File: config.mk
export PLATFORM = sky130hd
export DESIGN_NAME = pdm_memory_map
export DESIGN_NICKNAME = d
export VERILOG_FILES = /design/src/pdm_pkg.sv /design/src/pdm_gpr_ram.sv /design/src/pdm_memory_map.sv
export SDC_FILE = /design/constraint.sdc
export NUM_CORES = 1
export LEC_CHECK = 0
export BUFFER_PORTS_ARGS = -buffer_cell sky130_fd_sc_hd__buf_4
export CAP_MARGIN = 20
export CORE_MARGIN = 5
export CORE_UTILIZATION = 44
export CTS_CLUSTER_SIZE = 16
export DETAILED_ROUTE_END_ITERATION = 16
export GPL_TIMING_DRIVEN = 0
export SYNTH_ARGS = -nofsm -noshare
export SYNTH_HDL_FRONTEND = slang
export SYNTH_SLANG_ARGS = --single-unit
File: constraint.sdc
create_clock -name core_clk -period 7.1 [get_ports core_clk]
set_input_delay 0 -clock core_clk [delete_from_list [all_inputs] [get_ports core_clk]]
set_output_delay 0 -clock core_clk [all_outputs]
set_load 0.01 [all_outputs]
File: src/pdm_pkg.sv
// package: constants for the program and data memory map block
package pdm_pkg;
   localparam int PC_W      = 13;
   localparam int WORD_W    = 14;
   localparam int PROG_AW   = 10;
   localparam int DATA_W    = 8;
   localparam int DADDR_W   = 7;
   localparam int EADDR_W   = 8;
   localparam int GPR_AW    = 6;
   localparam int GPR_DEPTH = 64;
   localparam logic [PC_W-1:0]    RESET_VECTOR = 13'h0000;
   localparam logic [PC_W-1:0]    INT_VECTOR   = 13'h0004;
   localparam logic [DADDR_W-1:0] SFR_LIMIT    = 7'h20;
   localparam logic [DADDR_W-1:0] GPR_FIRST    = 7'h20;
   localparam logic [DADDR_W-1:0] GPR_LAST     = 7'h5F;
   localparam logic [DADDR_W-1:0] INDIRECT_LOC = 7'h00;
   localparam logic [DADDR_W-1:0] STATUS_OFFSET = 7'h03;
   localparam logic [DADDR_W-1:0] PTR_OFFSET    = 7'h04;
   localparam int BANK_BIT_POS  = 5;
   localparam int UPPER_BIT_POS = 6;
   localparam int IND_BIT_POS   = 7;
   localparam logic [DATA_W-1:0]  STATUS_RESET = 8'h18;
   localparam logic [DATA_W-1:0]  PTR_RESET    = 8'h00;
   typedef enum logic [1:0] {
      PDM_REG_NONE = 2'b00,
      PDM_REG_SFR  = 2'b01,
      PDM_REG_GPR  = 2'b10
   } pdm_region_e;
endpackage : pdm_pkg

File: src/pdm_gpr_ram.sv
// shared general purpose ram with registered read data
module pdm_gpr_ram
   import pdm_pkg::*;
#(
   parameter int DEPTH = GPR_DEPTH,
   parameter int AW    = GPR_AW
) (
   input  wire logic              core_clk,
   input  wire logic              wr_en,
   input  wire logic [AW-1:0]     wr_addr,
   input  wire logic [DATA_W-1:0] wr_data,
   input  wire logic [AW-1:0]     rd_addr,
   output logic      [DATA_W-1:0] rd_data
);
   logic [DATA_W-1:0] mem [DEPTH];

   always_ff @(posedge core_clk) begin
      if (wr_en) begin
         mem[wr_addr] <= wr_data;
      end
      rd_data <= mem[rd_addr];
   end
endmodule : pdm_gpr_ram

File: src/pdm_memory_map.sv
// program counter, vectors and banked data address decode
module pdm_memory_map
   import pdm_pkg::*;
#(
   parameter int PCW = PC_W
) (
   input  wire logic               core_clk,
   input  wire logic               reset,
   // program side
   input  wire logic               pc_advance,
   input  wire logic               pc_load,
   input  wire logic [PCW-1:0]     pc_load_value,
   input  wire logic               int_take,
   output logic      [PCW-1:0]     pc,
   output logic      [PROG_AW-1:0] prog_word_addr,
   // data side
   input  wire logic               data_req,
   input  wire logic               data_we,
   input  wire logic [DADDR_W-1:0] data_addr,
   input  wire logic [DATA_W-1:0]  data_wdata,
   output logic                    data_rvalid,
   output logic      [DATA_W-1:0]  data_rdata,
   output logic                    sfr_sel,
   output logic                    sfr_we,
   output logic      [EADDR_W-1:0] sfr_addr,
   output logic      [DATA_W-1:0]  sfr_wdata,
   input  wire logic [DATA_W-1:0]  sfr_rdata,
   output logic      [DATA_W-1:0]  status_reg,
   output logic      [DATA_W-1:0]  indirect_pointer_register,
   output logic                    bank_select_bit
);
   // ------------------------------------------------------------
   // state
   // ------------------------------------------------------------
   typedef struct packed {
      logic [PCW-1:0]    pc;
      logic [DATA_W-1:0] status;
      logic [DATA_W-1:0] ptr;
      logic              rvalid;
      pdm_region_e       rd_region;
      logic [DATA_W-1:0] sfr_capture;
   } pdm_state_s;

   pdm_state_s st_q;
   pdm_state_s st_d;

   // ------------------------------------------------------------
   // decode
   // ------------------------------------------------------------
   function automatic pdm_region_e pdm_decode(input logic [DADDR_W-1:0] a);
      if (a < SFR_LIMIT) begin
         return PDM_REG_SFR;
      end else if (a >= GPR_FIRST && a <= GPR_LAST) begin
         return PDM_REG_GPR;
      end else begin
         return PDM_REG_NONE;
      end
   endfunction : pdm_decode

   logic [EADDR_W-1:0] direct_ea;
   logic [EADDR_W-1:0] eff_addr;
   logic [DADDR_W-1:0] offset;
   pdm_region_e        region;
   logic               gpr_we;
   logic [DATA_W-1:0]  gpr_rdata;
   logic               hit_status;
   logic               hit_ptr;

   // status bits 7:6 are stored as written; software must keep them low
   assign direct_ea  = {st_q.status[BANK_BIT_POS], data_addr};
   // pointer carries its own bank in bit 7, so indirect reach spans both banks
   assign eff_addr   = (data_addr == INDIRECT_LOC) ? st_q.ptr : direct_ea;
   assign offset     = eff_addr[DADDR_W-1:0];
   assign region     = pdm_decode(offset);
   // status and pointer sit here in both banks, so either bank sees one copy
   assign hit_status = (region == PDM_REG_SFR) && (offset == STATUS_OFFSET);
   assign hit_ptr    = (region == PDM_REG_SFR) && (offset == PTR_OFFSET);
   assign gpr_we     = data_req && data_we && (region == PDM_REG_GPR);

   always_comb begin
      st_d        = st_q;
      // rvalid follows each read request one cycle later, so back-to-back reads hold it high
      st_d.rvalid = data_req && !data_we;
      if (data_req && !data_we) begin
         st_d.rd_region = region;
         st_d.sfr_capture = hit_status ? st_q.status :
                            hit_ptr    ? st_q.ptr    : sfr_rdata;
      end
      if (int_take) begin
         st_d.pc = INT_VECTOR;
      end else if (pc_load) begin
         st_d.pc = pc_load_value;
      end else if (pc_advance) begin
         st_d.pc = PCW'(st_q.pc + 1'b1);
      end
      if (data_req && data_we && hit_status) begin
         st_d.status = data_wdata;
      end
      if (data_req && data_we && hit_ptr) begin
         st_d.ptr = data_wdata;
      end
      if (reset) begin
         st_d.pc          = RESET_VECTOR;
         st_d.status      = STATUS_RESET;
         st_d.ptr         = PTR_RESET;
         st_d.rvalid      = 1'b0;
         st_d.rd_region   = PDM_REG_NONE;
         st_d.sfr_capture = '0;
      end
   end

   always_ff @(posedge core_clk) begin
      st_q <= st_d;
   end

   // ------------------------------------------------------------
   // shared ram, one copy for both banks
   // ------------------------------------------------------------
   pdm_gpr_ram #(
      .DEPTH (GPR_DEPTH),
      .AW    (GPR_AW)
   ) u_ram (
      .core_clk (core_clk),
      .wr_en    (gpr_we),
      .wr_addr  (GPR_AW'(offset - GPR_FIRST)),
      .wr_data  (data_wdata),
      .rd_addr  (GPR_AW'(offset - GPR_FIRST)),
      .rd_data  (gpr_rdata)
   );

   // ------------------------------------------------------------
   // outputs
   // ------------------------------------------------------------
   assign pc             = st_q.pc;
   assign prog_word_addr = st_q.pc[PROG_AW-1:0];
   assign data_rvalid    = st_q.rvalid;
   always_comb begin
      case (st_q.rd_region)
         PDM_REG_SFR: data_rdata = st_q.sfr_capture;
         PDM_REG_GPR: data_rdata = gpr_rdata;
         default:     data_rdata = '0;
      endcase
   end
   assign sfr_sel    = data_req && (region == PDM_REG_SFR);
   assign sfr_we     = data_req && data_we && (region == PDM_REG_SFR);
   assign sfr_addr   = eff_addr;
   assign sfr_wdata  = data_wdata;
   assign status_reg = st_q.status;
   assign indirect_pointer_register = st_q.ptr;
   assign bank_select_bit = st_q.status[BANK_BIT_POS];
endmodule : pdm_memory_map

Yosys cells after proc, flatten, opt, wreduce, memory -nomap -nowiden
Memory sizes are Yosys's and may differ from the RTL's. A register that Yosys moved wholly into a read port is not among the register bits.
Cells that the tools add are included.
{"block": "totals", "inputBits": 43, "n_memories": 1, "ram_bits": 512, "regBits": 40, "output_inout_bits": 67}
{"memory": "u_ram.mem", "words": 64, "word_bits": 8, "read_ports": 1, "rd_ports_with_merged_regs": 1, "write_ports": 1, "line": "pdm_gpr_ram.sv:15", "source": "logic [DATA_W-1:0] mem [DEPTH];"}
{"block": "op_classes", "magnitude_cmp": 3, "add_sub_neg": 2, "mux": 11, "n_eq_ne": 6, "n_reduce_logical": 15}
{"cell": "13-bit 2-to-1 mux", "n": 2}
{"cell": "8-bit 2-to-1 mux", "n": 3}
{"cell": "8-bit one-hot mux with 2 select lines", "n": 1}
{"cell": "13-bit by 1-bit adder with 13-bit output (second input constant)", "n": 1}
{"cell": "1-bit logical AND", "n": 10}
{"cell": "7-bit by 2-bit == test with 1-bit output (second input constant)", "n": 1}
{"cell": "7-bit by 3-bit == test with 1-bit output (second input constant)", "n": 1}
{"cell": "7-bit by 6-bit greater-or-equal comparator with 1-bit output (second input constant)", "n": 1}
{"cell": "7-bit less-or-equal comparator (second input constant)", "n": 1}
{"cell": "7-bit logical NOT", "n": 1}
{"cell": "7-bit by 6-bit < comparator with 1-bit output (second input constant)", "n": 1}
{"cell": "6-bit subtractor (second input constant)", "n": 1}
{"cell": "2-bit by 1-bit == test with 1-bit output (second input constant)", "n": 2}
{"cell": "2-bit == test (second input constant)", "n": 2}
{"cell": "2-bit 2-to-1 mux", "n": 2}
{"cell": "3-bit 2-to-1 mux", "n": 1}
{"cell": "3-bit nonzero test", "n": 1}
{"cell": "1-bit 2-to-1 mux", "n": 2}
{"cell": "2-bit nonzero test", "n": 1}
{"cell": "2-bit OR reduction", "n": 1}
{"cell": "1-bit logical NOT", "n": 1}

Depth between registers and ports, before layout
Gate-level depths: netlist of the first run.
{"block": "depth", "ltp_word": 10, "depth_mapped": 12, "depth_no_buf": 8}

Cells and area by module
From an unflattened synthesis of the first run, not the netlist that was laid out.
{"block": "unflattened", "hier_cells": 1264, "area_unflattened_um2": 22860.7}
{"mod": "pdm_gpr_ram", "area_each_um2": 20166.8, "instances": 1, "cells_per_inst": 940, "seq_area_each_um2": 15534.9}
{"mod": "pdm_memory_map", "area_each_um2": 2693.8, "instances": 1, "cells_per_inst": 324, "seq_area_each_um2": 800.8}

Least setup slack after synthesis of the first run
No wires, ideal clock.
{"block": "synth_timing", "kind": "reg2reg", "startpoint": "register st_q (netlist bit indirect_pointer_register[5])", "endpoint": "memory u_ram.mem[41][0], enable pin", "slack_ns": 4.351, "arrival_time_ns": 2.378, "setup_ns": 0.370, "stages_incl_launch_ff": 10, "cell_sequence": "dfxtp_1 > buf_2 > nor4b_1 > a32oi_1 > or3_1 > a31oi_2 > nand3_2 > or2_1 > clkbuf_1 > nor2_1"}
{"block": "synth_via", "elab_chain_len": 9}
{"element": "start, declared", "line": "pdm_memory_map.sv:44", "source": "pdm_state_s st_q;"}
{"element": "start signal, assigned", "line": "pdm_memory_map.sv:113", "source": "st_q <= st_d;"}
{"element": "8-bit 2-to-1 mux (*)", "line": "pdm_memory_map.sv:72", "source": "assign eff_addr = (data_addr == INDIRECT_LOC) ? st_q.ptr : direct_ea;"}
{"element": "7-bit by 6-bit greater-or-equal comparator with 1-bit output or 7-bit less-or-equal comparator (tied branches)", "line": "pdm_memory_map.sv:53", "source": "end else if (a >= GPR_FIRST && a <= GPR_LAST) begin"}
{"element": "1-bit logical AND", "line": "pdm_memory_map.sv:53"}
{"element": "2-bit 2-to-1 mux", "line": "pdm_memory_map.sv:53"}
{"element": "2-bit 2-to-1 mux", "line": "pdm_memory_map.sv:51", "source": "if (a < SFR_LIMIT) begin"}
{"element": "2-bit == test", "line": "pdm_memory_map.sv:78", "source": "assign gpr_we = data_req && data_we && (region == PDM_REG_GPR);"}
{"element": "1-bit logical AND", "line": "pdm_memory_map.sv:78"}
{"element": "1-bit 2-to-1 mux", "line": "pdm_gpr_ram.sv:18", "source": "if (wr_en) begin"}
{"element": "1-bit 2-to-1 mux (not written as such)", "line": "pdm_gpr_ram.sv:19", "source": "mem[wr_addr] <= wr_data;"}
{"element": "end, declared", "line": "pdm_gpr_ram.sv:15"}
Every way passes the cells marked *; elsewhere a longest branch is shown, timed or not.

Worst setup path after layout of the first run
{"block": "layout_timing", "startpoint": "register st_q (netlist bit indirect_pointer_register[1])", "endpoint": "memory u_ram.mem[58][1], enable pin"}
Same word-level chain as after synthesis.

==> flow_summary.toml, run 1 <==
[status]
run_status = "finished, violations left"
violations = "negative hold slack"

[drt]
drt_wl_total_um = 75400
vias_per_cell = 5.98
antenna_left = 0
post_drt_wl_per_cell_um = 28.8
drtIter0Drc = 2038
drc_errors = 0
num_vias = 15675
dr.pass1.iters = 8

[grt]
met2_usage = 0.395
top_usage_layer = "met2"
antenna_found_initial = 1
track_usage = 0.259
overflow = 0
grt_pass1_wl_um = 106000
grt_start_max_net_pins = 68
grt_pass1_vias = 14932
grt_util_met3 = 0.0601
gr-usage-met1 = 0.353

[setup_path]
crit_slowest_cell = "nor2_1"
cp.arrival_ps = 4990
r2r-start = "indirect_pointer_register[1]"
cp_max_fo = 10
critPathRequiredTime_ps = 7350
reg2reg_slack_ps = 2360
path_delay_family = "simple AND/OR/NAND/NOR gates"
start_kind = "flip-flop"
rr_worst_depth = 7
crit_path_end_kind = "flip-flop"
path_common_cell = "buf_2"
path_class = "flip-flop to flip-flop"
crit_path_max_incr_delay_ps = 1000
path_cells = "nor3b_2, a31oi_2, nor2_2, buf_2, buf_2, nand2_1, nor2_1"
path_buf_inv = 2
reg2reg_to = "u_ram.mem[58][1]"

[sta]
worst_slack_ps = 2360
hold_viol_final = 12
skew_ps = 25.0
slew_headroom = 0.205
drv_slew = 0
fmax_mhz = 211
tightestPinTransition_ps = 1190
finalSetupViolCount = 0
holdWs_ps = -16.6
grt_setup_unrepaired = "no"
fin_crit_ps = 4740
tns_ps = 0
min_period_over_period = 0.668

[floorplan]
die_h_um = 238
core-area_mm2 = 0.0515
io_pins = 110
die_area_mm2 = 0.0568
start_util = 0.446
rows = 83
die_width_um = 238

[cells_and_area]
drive_above_1_share = 0.176
final_area_mm2 = 0.0267
syn2layout_area_growth_pct = 16.4
utilization = 0.519
insertedDiodeCount = 0
finish.net_count = 1942
largest_register_ffs = 512
top_register = "u_ram.mem"

[power_and_ir_drop]
ir_drop_uv = 207
intPower_mw = 5.34
total_power_mw = 6.96
p_comb_frac = 0.069
power_density_mw_per_mm2 = 261
p_switching_mw = 1.62
power.leakage_nw = 9.24
p_clk_frac = 0.410
pwr-share-seq = 0.521
p_sw_frac = 0.233

[clock_network]
numCtsBuffers = 56
clock-sinks = 560
clk_latency_ps = 640
cts-root-buf = "clkbuf_16"
cts-resized-gates = 0
post_cts_buffers = 0
cts_htree_levels = 2
postCtsHoldBufs = 33
cts_tree = "done"
cts.reportedPaths.clkPinSlew_ps = 60
clock_path_buffers = 3

[logic_synthesis]
ys_seq_area_frac = 0.712
syn_inst = 1695
async_reset_ff_frac = 0
ys_ff_latch = 560
syn_area_per_cell_um2 = 13.5
synth_nets = 1741
synth_edf_count = 512
ys.warnings.count = 0
synth_cell_types = 66
synth_area_mm2 = 0.0230
ys.flop_type = "edfxtp_1"

[hold_path]
min-delay-start = "data_wdata[2]"
hold_depth = 1
worstHoldEndpoint = "u_ram.mem[22][2]"
hp-class = "input pin to flip-flop"

[placed_design]
port_buffers = 107
routabilityCongestion = 0.952
dp.final_hpwl_um = 47700
post-place-ws_ps = 2610
postPlaceCellArea_mm2 = 0.0246

[run]
max_cap_viol_count = 0
[power groups by stage]
stage	clock (mW)	combinational [mW]	sequential (mW)
after floorplan	0	0.208	3.69
after global placement	0	0.447	3.70
after detailed placement	0	0.452	3.70
after CTS	2.86	0.468	3.63
after global routing	2.99	0.496	3.63
final	2.85	0.482	3.63
[how the worst max path moves through the flow]
stage                                 start          endpoint  slack (ps)  cells past startpoint
3_5_place_dp   indirect_pointer_register[1]  u_ram.mem[58][3]        2610                      7
4_1_cts        indirect_pointer_register[1]  u_ram.mem[58][1]        2610                      7
3_3_place_gp   indirect_pointer_register[1]  u_ram.mem[25][6]        2130                      6
6_report       indirect_pointer_register[1]  u_ram.mem[58][1]        2360                      7
5_1_grt        indirect_pointer_register[1]  u_ram.mem[58][0]        2460                      7
2_1_floorplan  indirect_pointer_register[5]  u_ram.mem[41][0]        4350                      9
[worst reg2reg max path, stage by stage, from the launching register on]
cell and delay (ps):
dfxtp_1 460, nor3b_2 330, a31oi_2 330, nor2_2 740
buf_2 590, buf_2 440, nand2_1 480, nor2_1 1010
[per-stage QoR]
| step | instances | hold WS, ps |
|---|---|---|
| 2_1_floorplan | 1695 | 91.8 |
| 3_3_place_gp | 2482 | 237 |
| 3_5_place_dp | 2484 | 242 |
| 4_1_cts | 2619 | 0.475 |
| 5_1_grt | 2620 | 9.90 |
| 6_report | 2620 | -16.6 |
[cell families (layout without fill, tap and decap cells)]
group,Yosys count,in the layout,share of synthesized area
AOI/OAI and AO/OA,192,192,0.0597
xor gates and xnor gates,12,12,0.00458
adders and majority gates,3,3,0.00164
buffers and inverters,161,406,0.0395
DFF,560,560,0.712
muxes,102,102,0.0539
and+or+nand+nor,665,665,0.129
[placed cells by master, fill, tap and decap left out, drive strengths merged, types with 3 or more instances in the layout]
master       synthesis  layout
inv                 14      16
or2                 12      12
nor2               122     122
mux2i               82      82
clkbuf              33     108
o21ai               29      29
a221oi              15      15
o31ai                3       3
a211oi               8       8
dlygate4sd3          0      33
a21oi               22      22
or3                  6       6
a32o                 5       5
a311oi               4       4
and4                 5       5
mux4                17      17
xnor2                3       3
clkinv               0      22
nor2b               16      16
buf                114     224
edfxtp             512     512
dfxtp               48      48
o211ai               6       6
nand4               34      34
a31oi               48      48
a22oi               11      11
nand2              345     345
nand3              108     108
ha                   3       3
mux2                 3       3
xor2                 9       9
and3                 6       6
a32oi               24      24
a41oi                5       5
[routing by layer]
layer | vias to the layer above | routed length, um
met5 | - | 0
met2 | 1037 | 33400
met3 | 238 | 9150
li1 | 6671 | -
met4 | 0 | 4460
met1 | 7729 | 28400
[synth_stat cells (4+ instances only)]
cell,count,area share
and4_1,5,0.0019
or2_1,9,0.0025
dfxtp_1,48,0.042
buf_2,49,0.011
nor2_2,9,0.0025
a31oi_1,46,0.013
a32oi_1,24,0.0092
a211oi_1,8,0.0026
nor2_4,4,0.0020
buf_4,52,0.017
and3_1,6,0.0016
mux4_2,17,0.017
buf_1,7,0.0011
buf_6,6,0.0029
xor2_1,9,0.0034
o21ai_1,9,0.0020
a32o_1,5,0.0022
or3_1,6,0.0016
nand4_1,33,0.0090
a22oi_1,11,0.0036
a21oi_1,21,0.0046
o211ai_1,6,0.0020
edfxtp_1,512,0.67
mux2i_1,82,0.036
a221oi_1,15,0.0057
a41oi_1,4,0.0015
nor2_1,109,0.018
nand3_1,107,0.023
nor2b_1,16,0.0044
clkbuf_1,33,0.0054
o21ai_0,20,0.0044
inv_1,11,0.0018
nand2_1,345,0.056
[final cells by class]
type	instances	area, um^2
Multi-Input combinational cell	974	5710
Clock inverter	27	178
Sequential cell	560	16300
Inverter	14	52.6
Timing Repair Buffer	143	1160
Buffer	147	853
Fill cell	4401	24800
Tap cell	680	851
Clock buffer	75	1570
Power figures use the tool's default switching activity.
==> inputs of run 2 (changes only) <==
==> constraint.sdc (replaced) <==
create_clock -name core_clk -period 3.85 [get_ports core_clk]
set_input_delay 0 -clock core_clk [delete_from_list [all_inputs] [get_ports core_clk]]
set_output_delay 0 -clock core_clk [all_outputs]
set_load 0.01 [all_outputs]
==> run 2 against run 1 <==
The run ends with negative hold slack, negative setup slack left. Wire length rose by 0.20%. Power increased by 85%. Final cell count increased by 0.11%. Count of clock-buffer cells in the layout unchanged. Clock power up 85%. Sequential power up 84%. Global-route usage about the same. Fmax rose by 23%. Worst hold slack worse by 2.7 ps. Flip-flop and latch count did not move. Critical endpoint is now u_ram.mem[43][7]. Largest cell class unchanged. Largest power group unchanged. Highest routed layer unchanged.
==> flow_summary.toml, run 2 (synthesized netlist as in run 1, its figures left out) <==
[status]
run_status = "finished, violations left"
violations = "negative hold slack, negative setup slack"

[power_and_ir_drop]
power_density_mw_per_mm2 = 473
p_sw_frac = 0.234
pwr-share-seq = 0.521
total_power_mw = 12.8
p_comb_frac = 0.070
p_switching_mw = 3.00
ir_drop_uv = 381
power.leakage_nw = 9.29
p_clk_frac = 0.409
intPower_mw = 9.85

[sta]
hold_viol_final = 15
worst_slack_ps = -18.2
holdWs_ps = -19.3
skew_ps = 24.7
slew_headroom = 0.192
fmax_mhz = 259
tightestPinTransition_ps = 1200
min_period_over_period = 1.00
finalSetupViolCount = 18
drv_slew = 0
fin_crit_ps = 3870

[run]
max_cap_viol_count = 0

[grt]
overflow = 0
grt_pass1_wl_um = 106000
track_usage = 0.259
antenna_found_initial = 1
grt_start_max_net_pins = 68
grt_pass1_vias = 15053

[cells_and_area]
final_common_cell = "edfxtp_1"
largest_register_ffs = 512
nFillCells = 4353
layout_common_cells = "edfxtp_1 (512), nand2_1 (339), buf_4 (159)"
top_register = "u_ram.mem"
drive_above_1_share = 0.211
finish.net_count = 1943
syn2layout_area_growth_pct = 18.5

[hold_path]
hp-class = "input pin to flip-flop"

[drt]
antenna_left = 0
vias_per_cell = 5.94
drc_errors = 0
drt_wl_total_um = 75500
drtIter0Drc = 2157
post_drt_wl_per_cell_um = 28.8
num_vias = 15588
dr.pass1.iters = 5

[setup_path]
path_class = "flip-flop to flip-flop"
cp.arrival_ps = 4130
crit_path_end_kind = "flip-flop"
critPathRequiredTime_ps = 4120
crit_path_max_incr_delay_ps = 520
path_cells = "nor3b_2, a31oi_2, nor2_4, clkbuf_4, buf_2, nand2_2, nor2_2"
path_delay_family = "simple AND/OR/NAND/NOR gates"
cp_max_fo = 10
start_kind = "flip-flop"
crit_slowest_cell = "nor2_2"
path_buf_inv = 2

[clock_network]
cts_htree_levels = 2
cts_tree = "done"
clk_latency_ps = 640
cts.reportedPaths.clkPinSlew_ps = 60
cts-root-buf = "clkbuf_16"
clock_path_buffers = 3
clock-sinks = 560
numCtsBuffers = 56

[floorplan]
start_util = 0.446
die_h_um = 238
core-area_mm2 = 0.0515
rows = 83
die_width_um = 238
die_area_mm2 = 0.0568
io_pins = 110

[placed_design]
port_buffers = 107
routabilityCongestion = 0.952
dp.final_hpwl_um = 47700
[run 2: cell count changes in the layout (fill, tap and decap cells not counted), moves of 2 or more]
cell / previous run / this run
diode_2: 0 / 2
buf_12: 0 / 6
nand2_2: 0 / 6
nor2_2: 9 / 21
clkbuf_2: 1 / 4
nor2_1: 109 / 55
buf_1: 7 / 4
clkbuf_1: 44 / 40
nor2_4: 4 / 46
nand2_1: 345 / 339
[run 2: stage by stage]
step | utilization | TNS (ps) | cell area (um^2) | setup slack, ps | std cells
global route | 0.528 | -131 | 27200 | -22.3 | 2621
floorplan | - | 0 | 23000 | 1100 | 1695
global placement | 0.478 | -222150 | 24600 | -1120 | 2482
detailed placement | 0.478 | -147760 | 24600 | -642 | 2484
CTS | 0.525 | 0 | 27000 | 0.589 | 2617
finish | 0.528 | -238 | 27200 | -18.2 | 2623
[run 2: final timing paths]
kind	cells after the start	slack, ps	startpoint	end
setup reg to reg	7	-20	indirect_pointer_register[1]	u_ram.mem[43][7]
hold reg to reg	2	480	st_q[6]	st_q[6]
setup / recovery	7	-20	indirect_pointer_register[1]	u_ram.mem[43][7]
hold / removal	1	-20	data_wdata[6]	u_ram.mem[60][6]
[run 2: final cells by class]
type,count,area (um^2),area share
multi-input combinational,974,6090,0.224
clock buffer,75,1570,0.0576
buffer,143,845,0.0311
timing repair buffer,148,1270,0.0467
tap,680,851,0.0313
inverter,14,52.6,0.00193
sequential,560,16300,0.601
clock inverter,27,178,0.00653
antenna,2,5.00,0.000184
[run 2: power groups by stage]
stage,logic [mW],registers [mW],clock network (mW)
6_report,0.903,6.69,5.26
3_3_place_gp,0.824,6.82,0
3_5_place_dp,0.834,6.82,0
4_1_cts,0.877,6.69,5.27
2_1_floorplan,0.383,6.81,0
5_1_grt,0.933,6.69,5.52
[run 2: worst register-to-register path: cells and delay by family (launching register included)]
family,cells,cell delay [ps]
AND/OR/NAND/NOR,4,1800
buffers and inverters,2,900
flip-flops,1,470
AO/OA/AOI/OAI,1,340
[run 2: metal layers]
layer | track usage | part of all wire
met2 | 0.395 | 0.44
met5 | 0 | 0
met3 | 0.0633 | 0.12
met1 | 0.352 | 0.38
met4 | 0.127 | 0.060
[run 2: timing repair]
| item | in CTS | in global routing |
|---|---|---|
| endpoints found under the hold margin | 84 | 0 |
| setup buffers | 0 | 6 |
| pin swaps | 0 | 6 |
| resized for setup | 98 | 12 |
| setup endpoints to repair | 442 | 387 |
| hold buffers | 33 | 0 |
